--- src/core/sfm_pkg.sv ---
package sfm_pkg;

    // buffer geometry
    localparam int FIFO_DEPTH = 32;
    localparam int PTR_W = 5;
    localparam int LVL_W = 6;
    localparam int SAMPLE_W = 40;

    // register offsets (7-bit sub-address space)
    localparam logic [6:0] ADDR_TRIG_CFG = 7'h0b;
    localparam logic [6:0] ADDR_CTRL_TWO = 7'h11;
    localparam logic [6:0] ADDR_CTRL_THREE = 7'h12;
    localparam logic [6:0] ADDR_BUF_CFG = 7'h14;
    localparam logic [6:0] ADDR_BUF_STATE = 7'h26;
    localparam logic [6:0] ADDR_PRESS_XL = 7'h28;
    localparam logic [6:0] ADDR_PRESS_M = 7'h29;
    localparam logic [6:0] ADDR_PRESS_H = 7'h2a;
    localparam logic [6:0] ADDR_TEMP_L = 7'h2b;
    localparam logic [6:0] ADDR_TEMP_H = 7'h2c;

    // control_two fields
    localparam int CT2_BUF_EN_BIT = 6;
    localparam int CT2_WTM_STOP_BIT = 5;
    localparam int CT2_AUTO_INC_BIT = 4;
    localparam logic [7:0] CTRL_TWO_RST = 8'h10;

    // control_three routing bits onto the sample-ready pin
    localparam int CT3_WTM_IRQ_BIT = 0;
    localparam int CT3_OVR_IRQ_BIT = 1;
    localparam int CT3_FULL_IRQ_BIT = 2;
    localparam logic [7:0] CTRL_THREE_RST = 8'h00;

    // buffer_config fields
    localparam int BCFG_MODE_LSB = 5;
    localparam int BCFG_WTM_LSB = 0;
    localparam logic [7:0] BUF_CFG_RST = 8'h00;
    localparam logic [7:0] TRIG_CFG_RST = 8'h00;

    // buffer_state fields
    localparam int BST_WTM_BIT = 7;
    localparam int BST_OVR_BIT = 6;

    // mode field encodings
    localparam logic [2:0] MODE_BYPASS = 3'h0;
    localparam logic [2:0] MODE_FIFO = 3'h1;
    localparam logic [2:0] MODE_STREAM = 3'h2;
    localparam logic [2:0] MODE_STREAM_FIFO = 3'h3;
    localparam logic [2:0] MODE_BYPASS_STREAM = 3'h4;
    localparam logic [2:0] MODE_BYPASS_FIFO = 3'h7;

    // behaviour the buffer is following at a given moment
    typedef enum logic [1:0] {
        SFM_BEH_BYPASS,
        SFM_BEH_FIFO,
        SFM_BEH_STREAM
    } sfm_beh_t;

    // one combined sample from the measurement chain
    typedef struct packed {
        logic [15:0] temp;
        logic [23:0] press;
    } sfm_sample_t;

    // byte-wide register port request
    typedef struct packed {
        logic addr_load;
        logic [6:0] addr;
        logic wr;
        logic rd;
        logic [7:0] wdata;
    } sfm_req_t;

endpackage

--- src/core/sfm_store.sv ---
`timescale 1ns/1ps

// sample storage, flip-flops addressed by index, read is combinational
module sfm_store #(
    parameter int WIDTH = sfm_pkg::SAMPLE_W,
    parameter int DEPTH = sfm_pkg::FIFO_DEPTH
) (
    input wire logic clk,
    input wire logic rst_n,
    input wire logic wr_en,
    input wire logic [sfm_pkg::PTR_W-1:0] wr_idx,
    input wire logic [WIDTH-1:0] wr_data,
    input wire logic [sfm_pkg::PTR_W-1:0] rd_idx,
    output logic [WIDTH-1:0] rd_data
);

    typedef struct packed {
        logic [DEPTH-1:0][WIDTH-1:0] mem;
    } sfm_mem_t;

    sfm_mem_t mem_r;
    sfm_mem_t mem_nxt;

    initial begin
        if (DEPTH < 2 || DEPTH > (1 << sfm_pkg::PTR_W)) begin
            $error("sfm_store: depth out of range");
        end
    end

    // one slot written per cycle at most
    always_comb begin
        mem_nxt = mem_r;
        if (wr_en) begin
            mem_nxt.mem[wr_idx] = wr_data;
        end
    end

    always_ff @(posedge clk or negedge rst_n) begin
        if (!rst_n) begin
            mem_r <= '0;
        end else begin
            mem_r <= mem_nxt;
        end
    end

    assign rd_data = mem_r.mem[rd_idx];

endmodule

--- src/core/sfm_top.sv ---
`timescale 1ns/1ps

module sfm_top #(
    parameter int DEPTH = sfm_pkg::FIFO_DEPTH
) (
    input wire logic CLK,
    input wire logic RST_N,
    input wire logic SAMPLE_VALID,
    input wire sfm_pkg::sfm_sample_t SAMPLE_DATA,
    input wire logic TRIGGER,
    input wire sfm_pkg::sfm_req_t REG_REQ,
    output logic [7:0] REG_RDATA,
    output logic REG_RVALID,
    output logic [7:0] TRIG_CFG,
    output logic SAMPLE_READY_IRQ_PIN
);

    // whole state of the block except the sample storage and the reset synchronizer
    typedef struct packed {
        logic [7:0] trig_cfg;
        logic [7:0] ctrl_two;
        logic [7:0] ctrl_three;
        logic [7:0] buf_cfg;
        logic [sfm_pkg::PTR_W-1:0] wr_ptr;
        logic [sfm_pkg::PTR_W-1:0] rd_ptr;
        logic [sfm_pkg::LVL_W-1:0] level;
        logic overrun;
        logic trig_seen;
        logic [6:0] sub;
        sfm_pkg::sfm_sample_t latest;
        logic [7:0] rdata;
        logic rvalid;
        logic irq;
    } sfm_state_t;

    localparam logic [sfm_pkg::LVL_W-1:0] DEPTH_LVL = sfm_pkg::LVL_W'(DEPTH);
    localparam logic [sfm_pkg::PTR_W-1:0] PTR_MAX = sfm_pkg::PTR_W'(DEPTH - 1);
    // unit steps at the exact width of the counters they move
    localparam logic [sfm_pkg::PTR_W-1:0] PTR_ONE = {{(sfm_pkg::PTR_W-1){1'b0}}, 1'b1};
    localparam logic [sfm_pkg::LVL_W-1:0] LVL_ONE = {{(sfm_pkg::LVL_W-1){1'b0}}, 1'b1};

    initial begin
        if (DEPTH < 2 || DEPTH > (1 << sfm_pkg::PTR_W) || (DEPTH & (DEPTH - 1)) != 0) begin
            $error("sfm_top: depth must be a power of two from 2 to 32");
        end
    end

    sfm_state_t q_r;
    sfm_state_t q_nxt;
    logic rst_meta_r;
    logic rst_sync_r;
    logic mem_wr_en;
    logic [sfm_pkg::PTR_W-1:0] mem_wr_idx;
    sfm_pkg::sfm_sample_t head;

    // reset release through two flops so the state and storage flops leave reset on the same edge
    always_ff @(posedge CLK or negedge RST_N) begin
        if (!RST_N) begin
            rst_meta_r <= 1'b0;
            rst_sync_r <= 1'b0;
        end else begin
            rst_meta_r <= 1'b1;
            rst_sync_r <= rst_meta_r;
        end
    end

    // pointer step with wrap at the configured depth
    function automatic logic [sfm_pkg::PTR_W-1:0] ptr_inc(
        input logic [sfm_pkg::PTR_W-1:0] p
    );
        ptr_inc = (p == PTR_MAX) ? '0 : p + PTR_ONE;
    endfunction

    // behaviour followed for the current mode and trigger history
    function automatic sfm_pkg::sfm_beh_t beh_of(
        input logic [2:0] mode,
        input logic trig
    );
        case (mode)
            sfm_pkg::MODE_FIFO: beh_of = sfm_pkg::SFM_BEH_FIFO;
            sfm_pkg::MODE_STREAM: beh_of = sfm_pkg::SFM_BEH_STREAM;
            sfm_pkg::MODE_STREAM_FIFO: begin
                beh_of = trig ? sfm_pkg::SFM_BEH_FIFO : sfm_pkg::SFM_BEH_STREAM;
            end
            sfm_pkg::MODE_BYPASS_STREAM: begin
                beh_of = trig ? sfm_pkg::SFM_BEH_STREAM : sfm_pkg::SFM_BEH_BYPASS;
            end
            sfm_pkg::MODE_BYPASS_FIFO: begin
                beh_of = trig ? sfm_pkg::SFM_BEH_FIFO : sfm_pkg::SFM_BEH_BYPASS;
            end
            // 000 and the two unused codes keep the buffer idle
            default: beh_of = sfm_pkg::SFM_BEH_BYPASS;
        endcase
    endfunction

    sfm_store #(
        .WIDTH(sfm_pkg::SAMPLE_W),
        .DEPTH(DEPTH)
    ) u_store (
        .clk(CLK),
        .rst_n(rst_sync_r),
        .wr_en(mem_wr_en),
        .wr_idx(mem_wr_idx),
        .wr_data(SAMPLE_DATA),
        .rd_idx(q_r.rd_ptr),
        .rd_data(head)
    );

    // next-state logic: register port first, then buffer movement, then flags
    always_comb begin
        logic buf_en;
        logic wtm_stop;
        logic [2:0] mode;
        logic [4:0] wtm;
        sfm_pkg::sfm_beh_t beh;
        logic pop;
        logic wtm_hit;
        sfm_pkg::sfm_sample_t src;

        q_nxt = q_r;
        buf_en = q_r.ctrl_two[sfm_pkg::CT2_BUF_EN_BIT];
        wtm_stop = q_r.ctrl_two[sfm_pkg::CT2_WTM_STOP_BIT];
        mode = q_r.buf_cfg[sfm_pkg::BCFG_MODE_LSB +: 3];
        wtm = q_r.buf_cfg[sfm_pkg::BCFG_WTM_LSB +: 5];
        beh = beh_of(mode, q_r.trig_seen);
        pop = 1'b0;
        wtm_hit = 1'b0;
        mem_wr_en = 1'b0;
        mem_wr_idx = q_r.wr_ptr;
        q_nxt.rvalid = 1'b0;

        // output bytes come from the oldest entry while the buffer holds data
        src = (buf_en && q_r.level != '0) ? head : q_r.latest;

        // register reads answer one cycle after the strobe
        if (REG_REQ.rd) begin
            q_nxt.rvalid = 1'b1;
            case (q_r.sub)
                sfm_pkg::ADDR_TRIG_CFG: q_nxt.rdata = q_r.trig_cfg;
                sfm_pkg::ADDR_CTRL_TWO: q_nxt.rdata = q_r.ctrl_two;
                sfm_pkg::ADDR_CTRL_THREE: q_nxt.rdata = q_r.ctrl_three;
                sfm_pkg::ADDR_BUF_CFG: q_nxt.rdata = q_r.buf_cfg;
                sfm_pkg::ADDR_BUF_STATE: begin
                    q_nxt.rdata = {wtm_stop && ({1'b0, wtm} <= q_r.level),
                                   q_r.overrun, q_r.level};
                    q_nxt.overrun = 1'b0;
                end
                sfm_pkg::ADDR_PRESS_XL: q_nxt.rdata = src.press[7:0];
                sfm_pkg::ADDR_PRESS_M: q_nxt.rdata = src.press[15:8];
                sfm_pkg::ADDR_PRESS_H: q_nxt.rdata = src.press[23:16];
                sfm_pkg::ADDR_TEMP_L: q_nxt.rdata = src.temp[7:0];
                sfm_pkg::ADDR_TEMP_H: begin
                    q_nxt.rdata = src.temp[15:8];
                    // last byte of an entry retires it, exposing the next oldest
                    pop = buf_en && q_r.level != '0;
                end
                default: q_nxt.rdata = 8'h00;
            endcase
        end

        // register writes; read-only offsets ignore them
        if (REG_REQ.wr) begin
            case (q_r.sub)
                sfm_pkg::ADDR_TRIG_CFG: q_nxt.trig_cfg = REG_REQ.wdata;
                sfm_pkg::ADDR_CTRL_TWO: q_nxt.ctrl_two = REG_REQ.wdata;
                sfm_pkg::ADDR_CTRL_THREE: q_nxt.ctrl_three = REG_REQ.wdata;
                sfm_pkg::ADDR_BUF_CFG: begin
                    q_nxt.buf_cfg = REG_REQ.wdata;
                    // a new mode starts again from the pre-trigger behaviour
                    q_nxt.trig_seen = 1'b0;
                end
                default: q_nxt.trig_seen = q_nxt.trig_seen;
            endcase
        end

        // sub-address: load, then step after each byte while auto-increment is set; output block wraps while the buffer is enabled
        if (REG_REQ.addr_load) begin
            q_nxt.sub = REG_REQ.addr;
        end else if ((REG_REQ.rd || REG_REQ.wr) && q_r.ctrl_two[sfm_pkg::CT2_AUTO_INC_BIT]) begin
            if (buf_en && q_r.sub == sfm_pkg::ADDR_TEMP_H) begin
                q_nxt.sub = sfm_pkg::ADDR_PRESS_XL;
            end else begin
                q_nxt.sub = q_r.sub + 7'h01;
            end
        end

        // retire the entry just read out
        if (pop) begin
            q_nxt.rd_ptr = ptr_inc(q_r.rd_ptr);
            q_nxt.level = q_r.level - LVL_ONE;
        end

        // the plain output registers always follow the newest sample
        if (SAMPLE_VALID) begin
            q_nxt.latest = SAMPLE_DATA;
        end

        // buffer movement
        if (!buf_en || beh == sfm_pkg::SFM_BEH_BYPASS) begin
            // inactive buffer holds nothing; pointers restart at zero
            q_nxt.level = '0;
            q_nxt.wr_ptr = '0;
            q_nxt.rd_ptr = '0;
        end else if (SAMPLE_VALID) begin
            if (q_nxt.level == DEPTH_LVL) begin
                // full after any read in the same cycle: sample is an overrun
                q_nxt.overrun = 1'b1;
                if (beh == sfm_pkg::SFM_BEH_STREAM) begin
                    // oldest slot is the write slot; both pointers move together
                    mem_wr_en = 1'b1;
                    q_nxt.wr_ptr = ptr_inc(q_r.wr_ptr);
                    q_nxt.rd_ptr = ptr_inc(q_nxt.rd_ptr);
                end
                // fill-and-stop drops the sample and keeps the stored ones
            end else begin
                mem_wr_en = 1'b1;
                q_nxt.wr_ptr = ptr_inc(q_r.wr_ptr);
                q_nxt.level = q_nxt.level + LVL_ONE;
            end
        end

        // trigger only matters in the switched modes; set beats a mode write
        if (TRIGGER && buf_en) begin
            q_nxt.trig_seen = 1'b1;
        end

        // an overrun in the same cycle as a status read stays set
        if (SAMPLE_VALID && buf_en && beh != sfm_pkg::SFM_BEH_BYPASS
                && q_nxt.level == DEPTH_LVL && q_r.level == DEPTH_LVL && !pop) begin
            q_nxt.overrun = 1'b1;
        end

        // watermark flag, from the level that will be registered
        wtm_hit = wtm_stop && ({1'b0, wtm} <= q_nxt.level);

        // pin is a registered OR of the routed status events
        q_nxt.irq = (q_r.ctrl_three[sfm_pkg::CT3_WTM_IRQ_BIT] && wtm_hit)
                  || (q_r.ctrl_three[sfm_pkg::CT3_OVR_IRQ_BIT] && q_nxt.overrun)
                  || (q_r.ctrl_three[sfm_pkg::CT3_FULL_IRQ_BIT]
                      && q_nxt.level == DEPTH_LVL);
    end

    // state register; reset values come from the package
    always_ff @(posedge CLK or negedge rst_sync_r) begin
        if (!rst_sync_r) begin
            q_r <= '0;
            q_r.ctrl_two <= sfm_pkg::CTRL_TWO_RST;
            q_r.ctrl_three <= sfm_pkg::CTRL_THREE_RST;
            q_r.buf_cfg <= sfm_pkg::BUF_CFG_RST;
            q_r.trig_cfg <= sfm_pkg::TRIG_CFG_RST;
        end else begin
            q_r <= q_nxt;
        end
    end

    // outputs straight from state flops
    assign REG_RDATA = q_r.rdata;
    assign REG_RVALID = q_r.rvalid;
    assign TRIG_CFG = q_r.trig_cfg;
    assign SAMPLE_READY_IRQ_PIN = q_r.irq;

endmodule

--- config.mk ---
export PLATFORM = sky130hd
export DESIGN_NAME = sfm_top
export DESIGN_NICKNAME = d
export VERILOG_FILES = /design/src/core/sfm_pkg.sv /design/src/core/sfm_store.sv /design/src/core/sfm_top.sv
export SDC_FILE = /design/constraint.sdc
export NUM_CORES = 2
export LEC_CHECK = 0
export ABC_AREA = 0
export ABC_CLOCK_PERIOD_IN_PS = 48400
export BUFFER_PORTS_ARGS = -buffer_cell sky130_fd_sc_hd__clkbuf_2
export CELL_PAD_IN_SITES_DETAIL_PLACEMENT = 1
export CELL_PAD_IN_SITES_GLOBAL_PLACEMENT = 1
export CORE_ASPECT_RATIO = 0.8
export CORE_MARGIN = 4
export CORE_UTILIZATION = 55
export DETAILED_ROUTE_END_ITERATION = 6
export PLACE_DENSITY = 0.92
export SKIP_CTS_REPAIR_TIMING = 1
export SLEW_MARGIN = 20
export SYNTH_ARGS = -nofsm -noshare
export SYNTH_HDL_FRONTEND = slang
export SYNTH_SLANG_ARGS = --single-unit
--- constraint.sdc ---
create_clock -name CLK -period 48.4 [get_ports CLK]
set_input_delay 9.68 -clock CLK [delete_from_list [all_inputs] [get_ports CLK]]
set_output_delay 9.68 -clock CLK [all_outputs]
set_load 0.05 [all_outputs]
==> flow_summary.ini <==
[synth]
synth_commonest_cells = dfrtp_1 (1388), mux2_4 (800), mux2_2 (405), mux4_2 (386), mux2_1 (160)
synth_top_area_share = 0.509
synth_ff_type = dfrtp_1
synth_fp_nets = 4159
synth_edf_count = 0
ys_types = 81
synth-seq-area-share = 0.509
synth_top_area_cell = dfrtp_1
synth_area_leaders = dfrtp_1 (51%), mux2_4 (18%), mux4_2 (13%)
netlist_instances = 4071
async_reset_ff_frac = 1.00
yosysMostFrequentCell = dfrtp_1
synth_warnings = 0
synth_area_sq_um = 68200
syn_area_per_cell_sq_um = 16.8
synth_seq_cells = 1389

[cells_and_area]
design_area_sq_um = 73400
finalNetCount = 4051
n_fill_cell = 10600
layout-drive-gt1-share = 0.495
syn_to_final_growth_pct = 7.64

[worst_setup_path]
arrival_ps = 14060
critPathLaunchType = input port
worstSetupPathType = in2reg
worst_ep_required_time_ps = 49060
crit_fanout = 25
cp-end-kind = register

[detailed_routing]
drc = 2
drt_iter0_drc = 5767
ant_nets = 0
vias_per_cell = 7.39
vias = 42300
wl_mm = 243
wl_per_cell_um = 42.5
drt-pass1-iter-count = 7

[power]
powerDensity_nw_per_um2 = 33.9
p_int_mw = 1.87
power_mw = 2.49
p_sw_mw = 0.623
pwr-share-clk = 0.466
combinationalPowerShare = 0.053
p_sw_frac = 0.250
seqPwrFrac = 0.481
p_leak_nw = 37.0
ir_drop_v = 0.0000373

[grt]
grt_pass1_wl_mm = 352
antenna_found_initial = 19
grt_max_degree = 188
grtUsageTotal = 0.374
grt_pass1_vias = 46300
overflow = 0

[timing]
clock_skew_ps = 68.1
maxSlewViolCount = 0
max_freq_ghz = 0.0746
finalHoldViolCount = 0
tns_ps = 0
fin_crit_ps = 13400
tightest_slew_ps = 1250
period_share = 0.277
rsz0062_at_grt = false
max_slew_margin = 0.164
setup_viol = 0

[cts]
cts_buffers = 138
htree_levels = 4
cts-root-buf = clkbuf_16
cts_tree = yes
clk_pin_slew_worst_paths_ps = 60
clk_latency_ps = 830
cts.sinks = 1389
clockBufferDepth = 3

[die]
io_pins = 80
placementRows = 115
die_y_um = 323
die_area_sq_um = 130000
die_x_um = 402
core-area_sq_um = 123000
initial_core_util = 0.555

[placed_design]
gp_congestion = 0.917
hpwl_mm = 123
dpl-instance-area_sq_um = 68600
port_buffers = 79

[run_status]
status = finished with violations
violations = DRC

[hold_path]
hold_path_class = reg2async

[flow_run]
drv_cap = 0
[cells in the final DEF (no fill, tap or decap), types with 9 or more instances in the layout]
cell	netlist	routed
inv_1	29	29
clkbuf_1	156	33
nor3_1	15	13
diode_2	0	13
a21oi_1	31	31
clkbuf_8	0	34
nand2_4	33	26
mux2_2	405	405
a211oi_1	9	9
mux4_2	386	386
nor2_1	36	35
clkbuf_16	0	143
o21ai_0	30	30
a22oi_1	29	29
nand2b_1	17	17
nand2_1	68	68
mux2i_1	33	33
nor2b_1	21	21
nand3_1	19	19
dfrtp_1	1388	1382
buf_4	29	55
mux2_1	160	160
clkinv_2	0	20
a32oi_1	9	9
mux2_4	800	800
bufinv_16	0	9
ha_1	26	26
clkbuf_2	0	79
[through the flow]
step / hold WS [ps] / setup WS [ps] / utilization / instances
global route: 260 / 35030 / 0.597 / 5718
detailed placement: 340 / 34640 / 0.558 / 5459
finish: 233 / 35000 / 0.597 / 5725
CTS: 354 / 35250 / 0.596 / 5710
global placement: 334 / 34870 / 0.558 / 5459
floorplan: 331 / 6820 / - / 4071
[registers in the layout (all words and copies together), names as in the netlist]
signal	flops
TRIG_CFG	8
u_store.mem_r	1280
SAMPLE_READY_IRQ_PIN	1
REG_RDATA	8
rst_meta_r	1
q_r	84
REG_RVALID	1
mem_wr_idx	5
rst_sync_r	1
[layer usage]
| layer | GRT usage | part of all wire | wire length, um |
|---|---|---|---|
| met5 | 0.00895 | 0.00081 | 198 |
| met4 | 0.231 | 0.074 | 17900 |
| met3 | 0.128 | 0.11 | 27600 |
| met2 | 0.569 | 0.45 | 111000 |
| met1 | 0.465 | 0.36 | 87000 |
[power by group through the flow]
stage          Combinational (mW)  Clock, mW  Sequential (mW)
3_5_place_dp                0.123          0             1.22
4_1_cts                     0.128       1.16             1.20
5_1_grt                     0.139       1.21             1.20
6_report                    0.132       1.16             1.20
2_1_floorplan              0.0709          0             1.23
3_3_place_gp                0.116          0             1.22
[logic make-up after synthesis]
kind of cell | share of synthesized area
other | 0.0000550
muxes | 0.402
adders and majority gates | 0.00477
xor gates and xnor gates | 0.000770
DFF | 0.509
buffers and inverters | 0.0407
AOI/OAI and AO/OA | 0.0189
and+or+nand+nor | 0.0236
[path summary, 6_finish.rpt]
check                                     startpoint                             end  slack, ps  cells after the start
worst max-delay path                      REG_REQ[8]  u_store.mem_r[162]$_DFFE_PN0P_      35000                     12
worst min-delay path            rst_sync_r$_DFF_PN0_  u_store.mem_r[951]$_DFFE_PN0P_        230                      0
worst max register to register     q_r[60]$_DFF_PN0_  u_store.mem_r[162]$_DFFE_PN0P_      42950                     15
worst min register to register  rst_sync_r$_DFF_PN0_  u_store.mem_r[951]$_DFFE_PN0P_        230                      0
max in group asynchronous                      RST_N            rst_sync_r$_DFF_PN0_      39620                      1
min in group CLK                rst_meta_r$_DFF_PN0_            rst_sync_r$_DFF_PN0_        350                      0
[area by class of cell]
| cell class | instances | area [sq um] | area share |
|---|---|---|---|
| inverter | 29 | 109 | 0.00148 |
| sequential | 1389 | 34800 | 0.474 |
| clock inverter | 41 | 487 | 0.00663 |
| clock buffer | 210 | 4170 | 0.0568 |
| timing repair buffer | 146 | 1030 | 0.0140 |
| multi-input combinational | 2259 | 30800 | 0.419 |
| tap | 1638 | 2050 | 0.0279 |
| antenna | 13 | 32.5 | 0.000443 |
[worst max-delay path, stage by stage]
cell and delay [ps]:
clkbuf_2 290, and4b_1 340, nand3_1 360, xnor2_1 460
ha_1 260, nand2_1 140, a21oi_4 250, a31oi_4 190
and2_4 340, nand2_4 410, buf_4 850, mux2_4 360
No activity file was read; power rests on OpenSTA's default activity.
